## src/hdl/tctf_pkg.sv

```systemverilog
package tctf_pkg;

	// register byte addresses, one aligned word each
	localparam logic [7:0] OFS_CTRL    = 8'h00;
	localparam logic [7:0] OFS_IRCFG   = 8'h04;
	localparam logic [7:0] OFS_CCTL0   = 8'h08;
	localparam logic [7:0] OFS_CCTL1   = 8'h0C;
	localparam logic [7:0] OFS_CCTL2   = 8'h10;
	localparam logic [7:0] OFS_CHANNEL_ZERO_COMPARE    = 8'h14;
	localparam logic [7:0] OFS_CCR1    = 8'h18;
	localparam logic [7:0] OFS_CCR2    = 8'h1C;
	localparam logic [7:0] OFS_COUNT   = 8'h20;
	localparam logic [7:0] OFS_WAKEMOD = 8'h24;
	localparam logic [7:0] OFS_WAKECNT = 8'h28;
	localparam logic [7:0] OFS_IRQSTAT = 8'h2C;
	localparam logic [7:0] OFS_IRQMASK = 8'h30;

	// control register fields
	localparam int CTRL_MODE_LSB   = 0;
	localparam int CTRL_CLKSEL_LSB = 2;
	localparam int CTRL_REMAP_BIT  = 4;
	localparam int CTRL_HIZSEL_BIT = 5;
	localparam int CTRL_WAKECLK_BIT = 6;
	localparam int CTRL_WAKEEN_BIT = 7;
	localparam int CTRL_CONV_LSB   = 8;
	localparam int CTRL_CONVSW_BIT = 10;
	localparam int CTRL_W          = 10;

	// infrared configuration fields
	localparam int IR_EN_BIT   = 0;
	localparam int IR_POL_BIT  = 1;
	localparam int IR_MODE_BIT = 2;
	localparam int IR_DSRC_BIT = 3;
	localparam int IR_DATA_BIT = 4;
	localparam int IR_W        = 5;

	// channel control fields
	localparam int CC_CAPMODE_BIT = 0;
	localparam int CC_EDGE_LSB    = 1;
	localparam int CC_INSEL_LSB   = 3;
	localparam int CC_OUTMODE_LSB = 5;
	localparam int CC_OUTVAL_BIT  = 7;
	localparam int CC_W           = 8;

	// interrupt status and mask layout
	localparam int IRQ_OVF  = 0;
	localparam int IRQ_CC0  = 1;
	localparam int IRQ_WAKE = 4;
	localparam int IRQ_HIZ  = 5;
	localparam int IRQ_W    = 6;

	// values after reset
	localparam logic [CTRL_W-1:0] CTRL_RESET  = 10'h000;
	localparam logic [IR_W-1:0]   IR_RESET    = 5'h00;
	localparam logic [CC_W-1:0]   CC_RESET    = 8'h00;
	localparam logic [15:0]       CCR_RESET   = 16'h0000;
	localparam logic [15:0]       WAKE_RESET  = 16'hFFFF;
	localparam logic [IRQ_W-1:0]  MASK_RESET  = 6'h00;

	// field encodings
	localparam logic [1:0] MODEF_UP   = 2'h1;
	localparam logic [1:0] MODEF_CONT = 2'h2;
	localparam logic [1:0] CONV_SW    = 2'h0;
	localparam logic [1:0] CONV_WAKE  = 2'h1;
	localparam logic [1:0] CONV_CH1B  = 2'h2;
	localparam logic [1:0] OUT_BIT    = 2'h0;
	localparam logic [1:0] OUT_TOGGLE = 2'h1;
	localparam logic [1:0] OUT_RSTSET = 2'h2;
	localparam logic [1:0] RESP_OKAY  = 2'h0;
	localparam logic [1:0] RESP_SLVERR = 2'h2;

	// asynchronous input vector positions
	localparam int IN_EXTCLK   = 0;
	localparam int IN_AUXCLK   = 1;
	localparam int IN_SUBCLK   = 2;
	localparam int IN_TOUCHCLK = 3;
	localparam int IN_CH1G0    = 4;
	localparam int IN_CH1G1    = 5;
	localparam int IN_CH2G0    = 6;
	localparam int IN_CH2G1    = 7;
	localparam int IN_COMP     = 8;
	localparam int IN_HIZPIN   = 9;
	localparam int IN_TOUCHCAP = 10;
	localparam int ASYNC_W     = 11;

	typedef enum logic [2:0] {
		MODE_STOP = 3'b001,
		MODE_UP   = 3'b010,
		MODE_CONT = 3'b100
	} tctf_mode_type;

endpackage

```

## src/hdl/tctf_fabric.sv

```systemverilog
// Register access over AXI4-Lite and the address map were chosen for this implementation.
`timescale 1ns/1ps
module tctf_fabric
(
	// clock and reset
	input  wire logic        clk,
	input  wire logic        reset,
	// register bus write
	input  wire logic [7:0]  s_axi_awaddr,
	input  wire logic        s_axi_awvalid,
	output logic             s_axi_awready,
	input  wire logic [31:0] s_axi_wdata,
	input  wire logic [3:0]  s_axi_wstrb,
	input  wire logic        s_axi_wvalid,
	output logic             s_axi_wready,
	output logic      [1:0]  s_axi_bresp,
	output logic             s_axi_bvalid,
	input  wire logic        s_axi_bready,
	// register bus read
	input  wire logic [7:0]  s_axi_araddr,
	input  wire logic        s_axi_arvalid,
	output logic             s_axi_arready,
	output logic      [31:0] s_axi_rdata,
	output logic      [1:0]  s_axi_rresp,
	output logic             s_axi_rvalid,
	input  wire logic        s_axi_rready,
	// clock sources, sampled as levels
	input  wire logic        externalTimerClock,
	input  wire logic        auxClock,
	input  wire logic        subsystemClock,
	input  wire logic        touchBlockClock,
	// capture and trigger pins
	input  wire logic        ch1PinGroup0,
	input  wire logic        ch1PinGroup1,
	input  wire logic        ch2PinGroup0,
	input  wire logic        ch2PinGroup1,
	input  wire logic        comparatorOutput,
	input  wire logic        hizTriggerPin,
	input  wire logic        touchCapture,
	// same-domain peripheral signals
	input  wire logic [3:0]  pinFunctionSelect,
	input  wire logic        serialTxData,
	// pads and events
	output logic      [3:0]  padOut,
	output logic      [3:0]  padOutEnable,
	output logic             irTxOut,
	output logic             convTrigger,
	output logic             wakeEvent,
	output logic             irq
);

	function automatic logic [31:0] mergeStrb(input logic [31:0] old,
		input logic [31:0] data, input logic [3:0] strb);
		logic [31:0] res;
		res = old;
		for (int i = 0; i < 4; i++)
			if (strb[i])
				res[i*8 +: 8] = data[i*8 +: 8];
		return res;
	endfunction

	function automatic tctf_pkg::tctf_mode_type decodeMode(
		input logic [1:0] f);
		tctf_pkg::tctf_mode_type m;
		case (f)
			tctf_pkg::MODEF_UP:   m = tctf_pkg::MODE_UP;
			tctf_pkg::MODEF_CONT: m = tctf_pkg::MODE_CONT;
			default:              m = tctf_pkg::MODE_STOP;
		endcase
		return m;
	endfunction

	localparam int AW = tctf_pkg::ASYNC_W;

	logic [AW-1:0] syncA_reg;
	logic [AW-1:0] syncB_reg;
	logic [AW-1:0] prevB_reg;
	logic [AW-1:0] rise;
	logic [AW-1:0] rawIn;

	logic [tctf_pkg::CTRL_W-1:0] ctrl_reg;
	logic [tctf_pkg::IR_W-1:0]   ircfg_reg;
	logic [tctf_pkg::CC_W-1:0]   cctl_reg [3];
	logic [15:0]                 wakeMod_reg;
	logic [15:0]                 wakeCnt_reg;
	logic [15:0]                 count_reg;
	logic [tctf_pkg::IRQ_W-1:0]  irqStat_reg;
	logic [tctf_pkg::IRQ_W-1:0]  irqMask_reg;
	logic [tctf_pkg::IRQ_W-1:0]  irqEvents;
	logic [tctf_pkg::IRQ_W-1:0]  irqClear;
	logic [3:0]                  oe_reg;
	logic                        swStart_reg;
	logic                        hizPrev_reg;

	logic        wrFire;
	logic        rdFire;
	logic [31:0] wrWord;
	logic [31:0] rdData;
	logic        rdHit;
	logic        wrHit;

	logic        tick;
	logic        wrapPulse;
	logic        wakeTick;
	logic        wakeOvf;
	logic        hizActive;
	logic        remap;
	logic [15:0] ccr [3];
	logic [2:0]  ccEvent;
	logic [2:0]  ccOut;
	logic [2:0]  ccrWrite;
	logic [2:0]  capA;
	logic [2:0]  capB;
	logic        ir_software_data;
	logic        irMod;
	logic        convNext;

	tctf_pkg::tctf_mode_type mode;

	// every clock source and capture or trigger pin passes two flops before use
	assign rawIn = {touchCapture, hizTriggerPin, comparatorOutput,
		ch2PinGroup1, ch2PinGroup0, ch1PinGroup1, ch1PinGroup0,
		touchBlockClock, subsystemClock, auxClock, externalTimerClock};

	always_ff @(posedge clk)
	begin
		if (reset)
		begin
			syncA_reg <= '0;
			syncB_reg <= '0;
			prevB_reg <= '0;
		end
		else
		begin
			syncA_reg <= rawIn;
			syncB_reg <= syncA_reg;
			prevB_reg <= syncB_reg;
		end
	end

	assign rise = syncB_reg & ~prevB_reg;

	// register bus: write taken once address and data are both offered
	assign wrFire = s_axi_awready;
	assign rdFire = s_axi_arready;

	always_ff @(posedge clk)
	begin
		if (reset)
		begin
			s_axi_awready <= 1'b0;
			s_axi_wready <= 1'b0;
		end
		else
		begin
			s_axi_awready <= s_axi_awvalid & s_axi_wvalid
				& ~s_axi_awready & ~s_axi_bvalid;
			s_axi_wready <= s_axi_awvalid & s_axi_wvalid
				& ~s_axi_awready & ~s_axi_bvalid;
		end
	end

	always_comb
	begin
		case (s_axi_awaddr)
			tctf_pkg::OFS_CTRL, tctf_pkg::OFS_IRCFG, tctf_pkg::OFS_CCTL0,
			tctf_pkg::OFS_CCTL1, tctf_pkg::OFS_CCTL2, tctf_pkg::OFS_CHANNEL_ZERO_COMPARE,
			tctf_pkg::OFS_CCR1, tctf_pkg::OFS_CCR2, tctf_pkg::OFS_WAKEMOD,
			tctf_pkg::OFS_IRQSTAT, tctf_pkg::OFS_IRQMASK:
				wrHit = 1'b1;
			default:
				wrHit = 1'b0;
		endcase
	end

	always_ff @(posedge clk)
	begin
		if (reset)
		begin
			s_axi_bvalid <= 1'b0;
			s_axi_bresp <= tctf_pkg::RESP_OKAY;
		end
		else if (wrFire)
		begin
			s_axi_bvalid <= 1'b1;
			s_axi_bresp <= wrHit ? tctf_pkg::RESP_OKAY
				: tctf_pkg::RESP_SLVERR;
		end
		else if (s_axi_bready)
			s_axi_bvalid <= 1'b0;
	end

	function automatic logic [31:0] readWord(input logic [7:0] a);
		logic [31:0] r;
		r = 32'h00000000;
		case (a)
			tctf_pkg::OFS_CTRL:    r[tctf_pkg::CTRL_W-1:0] = ctrl_reg;
			tctf_pkg::OFS_IRCFG:   r[tctf_pkg::IR_W-1:0] = ircfg_reg;
			tctf_pkg::OFS_CCTL0:   r[tctf_pkg::CC_W-1:0] = cctl_reg[0];
			tctf_pkg::OFS_CCTL1:   r[tctf_pkg::CC_W-1:0] = cctl_reg[1];
			tctf_pkg::OFS_CCTL2:   r[tctf_pkg::CC_W-1:0] = cctl_reg[2];
			tctf_pkg::OFS_CHANNEL_ZERO_COMPARE:    r[15:0] = ccr[0];
			tctf_pkg::OFS_CCR1:    r[15:0] = ccr[1];
			tctf_pkg::OFS_CCR2:    r[15:0] = ccr[2];
			tctf_pkg::OFS_COUNT:   r[15:0] = count_reg;
			tctf_pkg::OFS_WAKEMOD: r[15:0] = wakeMod_reg;
			tctf_pkg::OFS_WAKECNT: r[15:0] = wakeCnt_reg;
			tctf_pkg::OFS_IRQSTAT: r[tctf_pkg::IRQ_W-1:0] = irqStat_reg;
			tctf_pkg::OFS_IRQMASK: r[tctf_pkg::IRQ_W-1:0] = irqMask_reg;
			default:               r = 32'h00000000;
		endcase
		return r;
	endfunction

	// a process, not an assign, so register changes also refresh it
	always_comb
	begin
		rdData = readWord(s_axi_araddr);
	end
	assign rdHit = (s_axi_araddr <= tctf_pkg::OFS_IRQMASK)
		& (s_axi_araddr[1:0] == 2'h0);

	always_ff @(posedge clk)
	begin
		if (reset)
		begin
			s_axi_arready <= 1'b0;
			s_axi_rvalid <= 1'b0;
			s_axi_rdata <= 32'h00000000;
			s_axi_rresp <= tctf_pkg::RESP_OKAY;
		end
		else
		begin
			s_axi_arready <= s_axi_arvalid & ~s_axi_arready
				& ~s_axi_rvalid;
			if (rdFire)
			begin
				s_axi_rvalid <= 1'b1;
				s_axi_rdata <= rdData;
				s_axi_rresp <= rdHit ? tctf_pkg::RESP_OKAY
					: tctf_pkg::RESP_SLVERR;
			end
			else if (s_axi_rready)
				s_axi_rvalid <= 1'b0;
		end
	end

	// byte-lane merge of the addressed ctrl, ircfg or wakemod register with the incoming word
	always_comb
	begin
		case (s_axi_awaddr)
			tctf_pkg::OFS_CTRL:
				wrWord = mergeStrb({22'h000000, ctrl_reg}, s_axi_wdata,
					s_axi_wstrb);
			tctf_pkg::OFS_IRCFG:
				wrWord = mergeStrb({27'h0000000, ircfg_reg}, s_axi_wdata,
					s_axi_wstrb);
			default:
				wrWord = mergeStrb({16'h0000, wakeMod_reg}, s_axi_wdata,
					s_axi_wstrb);
		endcase
	end

	// software-writable state
	always_ff @(posedge clk)
	begin
		if (reset)
		begin
			ctrl_reg <= tctf_pkg::CTRL_RESET;
			ircfg_reg <= tctf_pkg::IR_RESET;
			wakeMod_reg <= tctf_pkg::WAKE_RESET;
			irqMask_reg <= tctf_pkg::MASK_RESET;
			for (int i = 0; i < 3; i++)
				cctl_reg[i] <= tctf_pkg::CC_RESET;
		end
		else if (wrFire)
		begin
			case (s_axi_awaddr)
				tctf_pkg::OFS_CTRL:
					ctrl_reg <= wrWord[tctf_pkg::CTRL_W-1:0];
				tctf_pkg::OFS_IRCFG:
					ircfg_reg <= wrWord[tctf_pkg::IR_W-1:0];
				tctf_pkg::OFS_WAKEMOD:
					wakeMod_reg <= wrWord[15:0];
				tctf_pkg::OFS_IRQMASK:
					if (s_axi_wstrb[0])
						irqMask_reg <= s_axi_wdata[tctf_pkg::IRQ_W-1:0];
				default:
					for (int i = 0; i < 3; i++)
						if (s_axi_awaddr == tctf_pkg::OFS_CCTL0
							+ 8'(4 * i) && s_axi_wstrb[0])
							cctl_reg[i] <= s_axi_wdata[7:0];
			endcase
		end
	end

	// software start is a write-one pulse, not stored
	always_ff @(posedge clk)
	begin
		if (reset)
			swStart_reg <= 1'b0;
		else
			swStart_reg <= wrFire & s_axi_wstrb[1]
				& (s_axi_awaddr == tctf_pkg::OFS_CTRL)
				& s_axi_wdata[tctf_pkg::CTRL_CONVSW_BIT];
	end

	// timer clock is a rising edge of the chosen source
	assign tick = rise[ctrl_reg[tctf_pkg::CTRL_CLKSEL_LSB +: 2]];
	assign mode = decodeMode(ctrl_reg[tctf_pkg::CTRL_MODE_LSB +: 2]);

	always_comb
	begin
		case (mode)
			tctf_pkg::MODE_UP:
				wrapPulse = tick & (count_reg >= ccr[0]);
			tctf_pkg::MODE_CONT:
				wrapPulse = tick & (count_reg == 16'hFFFF);
			default:
				wrapPulse = 1'b0;
		endcase
	end

	always_ff @(posedge clk)
	begin
		if (reset)
			count_reg <= 16'h0000;
		else if (wrapPulse)
			count_reg <= 16'h0000;
		else if (tick && mode != tctf_pkg::MODE_STOP)
			count_reg <= count_reg + 16'h0001;
	end

	// wake-up counter on aux or subsystem clock edges, one at a time
	assign wakeTick = ctrl_reg[tctf_pkg::CTRL_WAKEEN_BIT]
		& (ctrl_reg[tctf_pkg::CTRL_WAKECLK_BIT] ? rise[tctf_pkg::IN_SUBCLK]
		: rise[tctf_pkg::IN_AUXCLK]);
	assign wakeOvf = wakeTick & (wakeCnt_reg >= wakeMod_reg);

	always_ff @(posedge clk)
	begin
		if (reset)
			wakeCnt_reg <= 16'h0000;
		else if (wakeOvf)
			wakeCnt_reg <= 16'h0000;
		else if (wakeTick)
			wakeCnt_reg <= wakeCnt_reg + 16'h0001;
	end

	always_ff @(posedge clk)
	begin
		if (reset)
			wakeEvent <= 1'b0;
		else
			wakeEvent <= wakeOvf;
	end

	// capture routing
	assign remap = ctrl_reg[tctf_pkg::CTRL_REMAP_BIT];
	assign capA[0] = wakeEvent;
	assign capB[0] = syncB_reg[tctf_pkg::IN_AUXCLK];
	assign capA[1] = remap ? syncB_reg[tctf_pkg::IN_CH1G1]
		: syncB_reg[tctf_pkg::IN_CH1G0];
	assign capB[1] = syncB_reg[tctf_pkg::IN_COMP];
	assign capA[2] = remap ? syncB_reg[tctf_pkg::IN_CH2G1]
		: syncB_reg[tctf_pkg::IN_CH2G0];
	assign capB[2] = syncB_reg[tctf_pkg::IN_TOUCHCAP];

	for (genvar g = 0; g < 3; g++)
	begin : chan
		assign ccrWrite[g] = wrFire & (s_axi_wstrb[1:0] == 2'h3)
			& (s_axi_awaddr == tctf_pkg::OFS_CHANNEL_ZERO_COMPARE + 8'(4 * g));
		tctf_channel u_channel
		(
			.clk          (clk),
			.reset        (reset),
			.tick         (tick),
			.wrapPulse    (wrapPulse),
			.count        (count_reg),
			.ctl          (cctl_reg[g]),
			.ccrWrite     (ccrWrite[g]),
			.ccrWriteData (s_axi_wdata[15:0]),
			.capA         (capA[g]),
			.capB         (capB[g]),
			.ccrValue     (ccr[g]),
			.eventPulse   (ccEvent[g]),
			.outLevel     (ccOut[g])
		);
	end

	// channel zero output drives no pad
	always_ff @(posedge clk)
	begin
		if (reset)
		begin
			padOut <= 4'h0;
			oe_reg <= 4'h0;
		end
		else
		begin
			padOut <= {ccOut[2], ccOut[1], ccOut[2], ccOut[1]};
			oe_reg <= pinFunctionSelect;
		end
	end

	// gated after the flop so the kill needs no timer tick
	assign hizActive = ctrl_reg[tctf_pkg::CTRL_HIZSEL_BIT]
		? syncB_reg[tctf_pkg::IN_HIZPIN]
		: syncB_reg[tctf_pkg::IN_COMP];
	assign padOutEnable = oe_reg & {4{~hizActive}};

	// infrared: ask gates the carrier, fsk picks between two carriers
	assign ir_software_data = (ircfg_reg[tctf_pkg::IR_DSRC_BIT]
		? ircfg_reg[tctf_pkg::IR_DATA_BIT] : serialTxData)
		^ ircfg_reg[tctf_pkg::IR_POL_BIT];
	assign irMod = ircfg_reg[tctf_pkg::IR_MODE_BIT]
		? (ir_software_data ? ccOut[1] : ccOut[2])
		: (ir_software_data & ccOut[1]);

	always_ff @(posedge clk)
	begin
		if (reset)
			irTxOut <= 1'b0;
		else
			irTxOut <= ircfg_reg[tctf_pkg::IR_EN_BIT] ? irMod
				: serialTxData;
	end

	always_comb
	begin
		case (ctrl_reg[tctf_pkg::CTRL_CONV_LSB +: 2])
			tctf_pkg::CONV_SW:   convNext = swStart_reg;
			tctf_pkg::CONV_WAKE: convNext = wakeOvf;
			tctf_pkg::CONV_CH1B: convNext = ccOut[1];
			default:             convNext = syncB_reg[tctf_pkg::IN_COMP];
		endcase
	end

	always_ff @(posedge clk)
	begin
		if (reset)
			convTrigger <= 1'b0;
		else
			convTrigger <= convNext;
	end

	// interrupts: set wins over a write-one clear in the same cycle
	always_ff @(posedge clk)
	begin
		if (reset)
			hizPrev_reg <= 1'b0;
		else
			hizPrev_reg <= hizActive;
	end

	assign irqEvents = {hizActive & ~hizPrev_reg, wakeOvf,
		ccEvent, wrapPulse};
	assign irqClear = (wrFire && s_axi_wstrb[0]
		&& s_axi_awaddr == tctf_pkg::OFS_IRQSTAT)
		? s_axi_wdata[tctf_pkg::IRQ_W-1:0] : '0;

	always_ff @(posedge clk)
	begin
		if (reset)
		begin
			irqStat_reg <= '0;
			irq <= 1'b0;
		end
		else
		begin
			irqStat_reg <= (irqStat_reg & ~irqClear) | irqEvents;
			irq <= |(irqStat_reg & irqMask_reg);
		end
	end

endmodule

```

## src/hdl/tctf_channel.sv

```systemverilog
`timescale 1ns/1ps
module tctf_channel
(
	// clock and reset
	input  wire logic        clk,
	input  wire logic        reset,
	// counter view
	input  wire logic        tick,
	input  wire logic        wrapPulse,
	input  wire logic [15:0] count,
	// control
	input  wire logic [7:0]  ctl,
	input  wire logic        ccrWrite,
	input  wire logic [15:0] ccrWriteData,
	// capture sources
	input  wire logic        capA,
	input  wire logic        capB,
	// results
	output logic      [15:0] ccrValue,
	output logic             eventPulse,
	output logic             outLevel
);

	logic       capSel;
	logic       capPrev_reg;
	logic       capHit;
	logic       cmpHit;
	logic       captureMode;
	logic [1:0] edgeSel;
	logic [1:0] outMode;

	assign captureMode = ctl[tctf_pkg::CC_CAPMODE_BIT];
	assign edgeSel = ctl[tctf_pkg::CC_EDGE_LSB +: 2];
	assign outMode = ctl[tctf_pkg::CC_OUTMODE_LSB +: 2];

	// inputs A, B, ground, supply
	always_comb
	begin
		case (ctl[tctf_pkg::CC_INSEL_LSB +: 2])
			2'h0:    capSel = capA;
			2'h1:    capSel = capB;
			2'h2:    capSel = 1'b0;
			default: capSel = 1'b1;
		endcase
	end

	assign capHit = captureMode
		& ((edgeSel[0] & capSel & ~capPrev_reg)
		| (edgeSel[1] & ~capSel & capPrev_reg));
	assign cmpHit = ~captureMode & tick & (count == ccrValue);

	always_ff @(posedge clk)
	begin
		if (reset)
			capPrev_reg <= 1'b0;
		else
			capPrev_reg <= capSel;
	end

	// a capture beats a simultaneous software write: it is the hardware event
	always_ff @(posedge clk)
	begin
		if (reset)
			ccrValue <= tctf_pkg::CCR_RESET;
		else if (capHit)
			ccrValue <= count;
		else if (ccrWrite)
			ccrValue <= ccrWriteData;
	end

	always_ff @(posedge clk)
	begin
		if (reset)
			eventPulse <= 1'b0;
		else
			eventPulse <= capHit | cmpHit;
	end

	always_ff @(posedge clk)
	begin
		if (reset)
			outLevel <= 1'b0;
		else
			case (outMode)
				tctf_pkg::OUT_BIT:
					outLevel <= ctl[tctf_pkg::CC_OUTVAL_BIT];
				tctf_pkg::OUT_TOGGLE:
					outLevel <= outLevel ^ cmpHit;
				tctf_pkg::OUT_RSTSET:
					if (cmpHit)
						outLevel <= 1'b0;
					else if (wrapPulse)
						outLevel <= 1'b1;
				default:
					if (cmpHit)
						outLevel <= 1'b1;
					else if (wrapPulse)
						outLevel <= 1'b0;
			endcase
	end

endmodule

```

## config.mk

```make
export PLATFORM = sky130hd
export DESIGN_NAME = tctf_fabric
export DESIGN_NICKNAME = d
export VERILOG_FILES = /design/src/hdl/tctf_pkg.sv /design/src/hdl/tctf_fabric.sv /design/src/hdl/tctf_channel.sv
export SDC_FILE = /design/constraint.sdc
export NUM_CORES = 1
export LEC_CHECK = 0
export ABC_AREA = 1
export BUFFER_PORTS_ARGS = -buffer_cell sky130_fd_sc_hd__buf_2
export CAP_MARGIN = 20
export CORE_MARGIN = 4
export CORE_UTILIZATION = 45
export DETAILED_ROUTE_END_ITERATION = 12
export PLACE_DENSITY = 0.66
export REMOVE_ABC_BUFFERS = 1
export SLEW_MARGIN = 30
export SYNTH_ARGS = -nofsm -noshare
export SYNTH_HDL_FRONTEND = slang
export SYNTH_SLANG_ARGS = --single-unit
```

## constraint.sdc

```tcl
create_clock -name clk -period 1.9 [get_ports clk]
set_clock_uncertainty 0.1 [all_clocks]
set_input_delay 0.19 -clock clk [delete_from_list [all_inputs] [get_ports clk]]
set_output_delay 0.19 -clock clk [all_outputs]
set_load 0.02 [all_outputs]
```

# --- After elaboration in Yosys (flattened, before gate mapping) ---
# Memories as Yosys holds them, arrays and structs flattened.
# Index checks and enable logic that the tools add are counted.
word_totals:
  word_cells: 269
  output_inout_bits: 53
  latchBits: 0
  n_memories: 1
  ramBits: 24
  input_bits: 75
  regBits: 195
  mem_bits_ro: 0
op_classes:
  order_cmp: 4
  multipliers: 0
  n_mux: 70
  n_addsub: 2
  reduce_logical: 35
  shift: 0
  bitwise: 74
  n_eq_ne: 46
  div_mod_pow: 0
memory_table:
  columns: ["memory", "depth", "word_bits", "read_ports", "rd_ports_with_merged_regs", "write_ports", "line_no", "text"]
  rows:
  - ["cctl_reg", 3, 8, 3, 0, 3, "tctf_fabric.sv:83", "logic [tctf_pkg::CC_W-1:0] cctl_reg [3];"]
op_table:
  columns: ["op", "count"]
  rows:
  - ["two-way mux 16 bit", 6]
  - ["two-way mux 8 bit", 9]
  - ["case mux 5 bit (13 select lines)", 1]
  - ["== test 8 x 5 -> 1 bit (second input constant)", 8]
  - ["== test 8 x 6 -> 1 bit (second input constant)", 8]
  - ["== test 16 bit", 3]
  - ["AND 1 bit", 40]
  - ["two-way mux 1 bit", 37]
  - ["case mux 6 bit (6 select lines)", 1]
  - ["adder 16 x 1 -> 16 bit (second input constant)", 2]
  - ["== test 8 x 4 -> 1 bit (second input constant)", 4]
  - ["greater-or-equal comparator 16 bit", 2]
  - ["case mux 16 bit (2 select lines)", 1]
  - ["case mux 2 bit (10 select lines)", 1]
  - ["case mux 1 bit (3 select lines)", 6]
  - ["== test 16 bit (second input constant)", 1]
  - ["== test 2 bit (second input constant)", 8]
  - ["== test 8 x 3 -> 1 bit (second input constant)", 2]
  - ["logical NOT 8 bit", 2]
  - ["inverter 1 bit", 15]
  - ["== test 2 x 1 -> 1 bit (second input constant)", 7]
  - ["logical NOT 2 bit", 7]
  - ["case mux 2 bit (7 select lines)", 1]
  - ["AND 6 bit", 2]
  - ["28 further kinds", 57]

# --- Longest topological paths before layout ---
logic_depth:
  word_depth: 9
  mapped_depth: 15
  depth_no_buf: 15

# --- Modules after synthesis ---
# Synthesis repeated with hierarchy kept, for this count alone.
unflattened:
  hier_cells: 1883
  area_unflattened_um2: 12914.9
by_module_without_submodules:
  columns: ["mod", "area_per_inst_um2", "seq_area_each_um2", "instances", "cells_per_inst"]
  rows:
  - ["tctf_fabric", 9026.2, 3423.3, 1, 1298]
  - ["tctf_channel", 1296.2, 380.4, 3, 195]

# --- Worst setup path after synthesis ---
# Ideal clock, no wire load.
synth_path:
  kind: "input to register"
  startpoint: "in s_axi_awaddr[6]"
  endpoint: "mem cctl_reg[0][0] (netlist bit), enable pin"
  required_ns: 1.426
  arrival_time_ns: 1.453
  n_path_buf: 0
  setup_slack_ns: -0.027
  setup_time_ns: 0.374
  stages: 10
  path_cell_list: "inv_1 -> nand2_2 -> nor2_2 -> nand2_1 -> nor2_2 -> nor2_2 -> nand3_1 -> nor2_2 -> nand2_1 -> o21ai_1"
synth_rtl:
  columns: ["element", "line_no", "text"]
  rows:
  - ["start, declared", "tctf_fabric.sv:9", "input wire logic [7:0] s_axi_awaddr,"]
  - ["end, declared", "tctf_fabric.sv:83", null]

# --- Worst setup path after layout ---
layout_path:
  startpoint: "reg ctrl_reg[5] (netlist bit)"
  endpoint: "out padOutEnable[2]"
layout_via:
  elab_chain_len: 3
layout_lines:
  columns: ["element", "line_no", "text"]
  rows:
  - ["start, declared", "tctf_fabric.sv:81", "logic [tctf_pkg::CTRL_W-1:0] ctrl_reg;"]
  - ["start signal, assigned", "tctf_fabric.sv:269", "ctrl_reg <= tctf_pkg::CTRL_RESET;"]
  - ["start signal, assigned", "tctf_fabric.sv:280", "ctrl_reg <= wrWord[tctf_pkg::CTRL_W-1:0];"]
  - ["two-way mux 1 bit", "tctf_fabric.sv:408", "? syncB_reg[tctf_pkg::IN_HIZPIN]"]
  - ["inverter 1 bit", "tctf_fabric.sv:410", "assign padOutEnable = oe_reg & {4{~hizActive}};"]
  - ["AND 4 bit", "tctf_fabric.sv:410", null]
  - ["end, declared", "tctf_fabric.sv:45", "output logic [3:0] padOutEnable,"]
# Every way passes these cells.

==> reports/metrics.yaml <==
status: "completed"
layout.nets: 2088
ys.warnings.count: 0
clock.fmax_ghz: 0.5435
globalplace.congestion: 1.020
clock_latency_ps: 540
path_max_fanout: 4
cts_buffers: 25
grt_pass1_vias: 11670
total_power_mw: 10.88
fp.dieW_microns: 171.5
grt_pass1_wl_microns: 63650
finalWirelength_microns: 42050
start_util_pct: 45.93
cts.sinks: 215
drc_errors: 0
switching_power_mw: 2.804
cp-start-kind: "flip-flop"
grt_usage_pct: 27.82
path_class: "reg2out"
hold_viol: 0
dpl_cell_area_sq_um: 13830
pre_cts_slack_ps: -74.50
synth_top_cell_by_area: "dfxtp_1"
ys_ff_latch: 215
setup_viol: 0
hold_class: "in2reg"
areaGrowthSynthToFinish_pct: 30.35
worst_hold_startpoint: "s_axi_araddr[6]"
synth_seq_area_share_pct: 37.76
p_per_area_nw_per_um2: 693.4
yosysUniqueCellTypes: 52
synth_top_area_share_pct: 31.77
synthTopCellsByArea: "dfxtp_1 32%, nand2_1 11%, inv_1 7.5%"
rsz0062_at_grt: "true"
ioPinCount: 128
largest_register_ff_count: 48
first_pass_iters: 7
clockBufferDepth: 3
final_layout_size_suffix_gt1_share_pct: 25.84
arrival_ps: 1550
crit_family: "flip-flops"
syn_area_per_cell_sq_um: 6.997
p_leak_nw: 7.003
final_area_sq_um: 15690
final_common_cell: "nand2_1"
rows: 59
p_comb_share_pct: 10.3
peakVddDrop_uv: 784.4
grt_max_degree: 79
core_sq_um: 26210
utilization_pct: 59.86
swShare_pct: 25.78
io_buffers: 91
diodes: 0
place_hpwl_microns: 31390
ant_nets: 0
intPower_mw: 8.072
synthFlopType: "dfxtp_1"
cp_cell_sequence: "inv_2 -> or2_4 -> o21ai_4 -> inv_4 -> nor2_1 -> buf_4"
gr-total-overflow: 0
min_period_over_period_pct: 96.84
seqPwrFrac_pct: 44.0
cts_root_buffer: "clkbuf_16"
synth-edff-count: 24
final_cells: 2332
slowest_stage: "dfxtp_2"
fill_cells: 2414
drv_cap: 0
synthArstFlopShare_pct: 0
p_clk_share_pct: 45.7
dr_total_vias: 12440
maxSlewViolCount: 0
wl_per_cell_microns: 18.03
worstSetupStartpoint: "ctrl_reg[5]"
syn_area_sq_um: 12040
cts_tree: "built"
synth_cells: 1720
final_cell_mix: "347 x nand2_1, 227 x inv_1, 164 x dfxtp_1, 162 x nor2_1, 150 x buf_4"
die_h_microns: 171.5
htreeDepth: 1
required_ps: 1610
dr.first_iter.drc_count: 1195
dp_cells: 2240
end_kind: "output pin"
slowest_delay_ps: 330
die_area_sq_um: 29430
antenna_found_initial: 0
finalCriticalPeriod_ps: 1840
viasPerCell: 5.333
reg2reg_from: "chan[0].u_channel.ccrValue[14]"
path_buf_inv: 3
clk_pin_slew_worst_paths_ps: 60
finalWorstSetupSlack_ps: 60.05
cell type report:
class	count	area, sq um	area share, %
multi-input combinational	1183	6565	41.85
sequential	215	4578	29.18
timing repair buffer	297	2310	14.72
inverter	256	963.4	6.141
clock buffer	36	718.2	4.578
tap	335	419.2	2.672
clock inverter	10	133.9	0.8534
power groups by stage:
stage / Clock, mW / Sequential [mW] / Combinational, mW
floorplan: 0 / 4.89 / 0.497
global placement: 0 / 4.88 / 0.948
detailed placement: 0 / 4.88 / 0.961
CTS: 5.06 / 4.78 / 1.04
global route: 5.21 / 4.79 / 1.24
finish: 4.97 / 4.78 / 1.12
cells in the mapped netlist, types with 4 or more instances:
master / n
nand2_1: 365
inv_1: 242
dfxtp_1: 191
nor2_1: 182
a21oi_1: 141
o21ai_0: 115
nand3_1: 71
o21ai_1: 57
ha_1: 35
buf_4: 29
edfxtp_1: 24
clkbuf_1: 22
buf_2: 21
nand4_1: 18
nor3_1: 18
nand2_2: 17
xor2_1: 17
o21ai_2: 15
o22ai_1: 15
inv_2: 14
nand3_2: 10
nor2_2: 10
nor2_4: 10
a21oi_2: 7
xnor2_1: 7
a211oi_2: 6
a31oi_1: 5
buf_1: 5
buf_6: 5
nand3b_1: 5
o21a_1: 5
o221ai_1: 5
nand2_4: 4
stage by stage:
stage          setup TNS, ps  hold slack [ps]
2_1_floorplan         -12930            159.1
3_3_place_gp          -274.4            275.0
3_5_place_dp           -1343            277.5
4_1_cts               -54.78            26.95
5_1_grt                -1529            62.01
6_report                   0            43.27
logic make-up (layout without fill, tap and decap cells):
logic type	after synthesis	after routing	share of synthesized area, %
simple gates	721	722	26.71
xor+xnor	24	24	1.747
flops	215	215	37.76
buf+inv	340	599	12.31
fa+ha+maj	35	35	3.639
compound gates	384	384	17.81
other cells	1	18	0.03116
per-layer routing:
layer	share of wire (%)	track usage, %	vias up
met1	41	36.96	5710
met5	0	0	-
met3	8.5	4.689	120
met4	5.3	11.61	0
met2	45	44.98	568
li1	-	-	6038
tightest hold or removal path: cells and delay by family:
kind | cells | cell delay [ps]
buf+inv | 2 | 250
compound gates | 1 | 110
simple gates | 1 | 90
final timing paths:
path	end	slack, ps	depth (start not counted)
worst max-delay path	padOutEnable[2]	60	6
worst min-delay path	s_axi_rresp[1]	40	4
worst min register to register	syncB_reg[4]	300	2
worst max register to register	chan[0].u_channel.eventPulse	70	10
timing repair:
item / 4_1_cts / 5_1_grt
endpoints found under the hold margin: 56 / 0
pin swaps: 3 / 39
endpoints found under the setup margin: 29 / 58
hold buffers: 38 / 0
gates cloned: 0 / 2
setup buffers: 2 / 4
gates resized for setup: 14 / 136
Note: power is estimated with default switching activity, not from simulation.
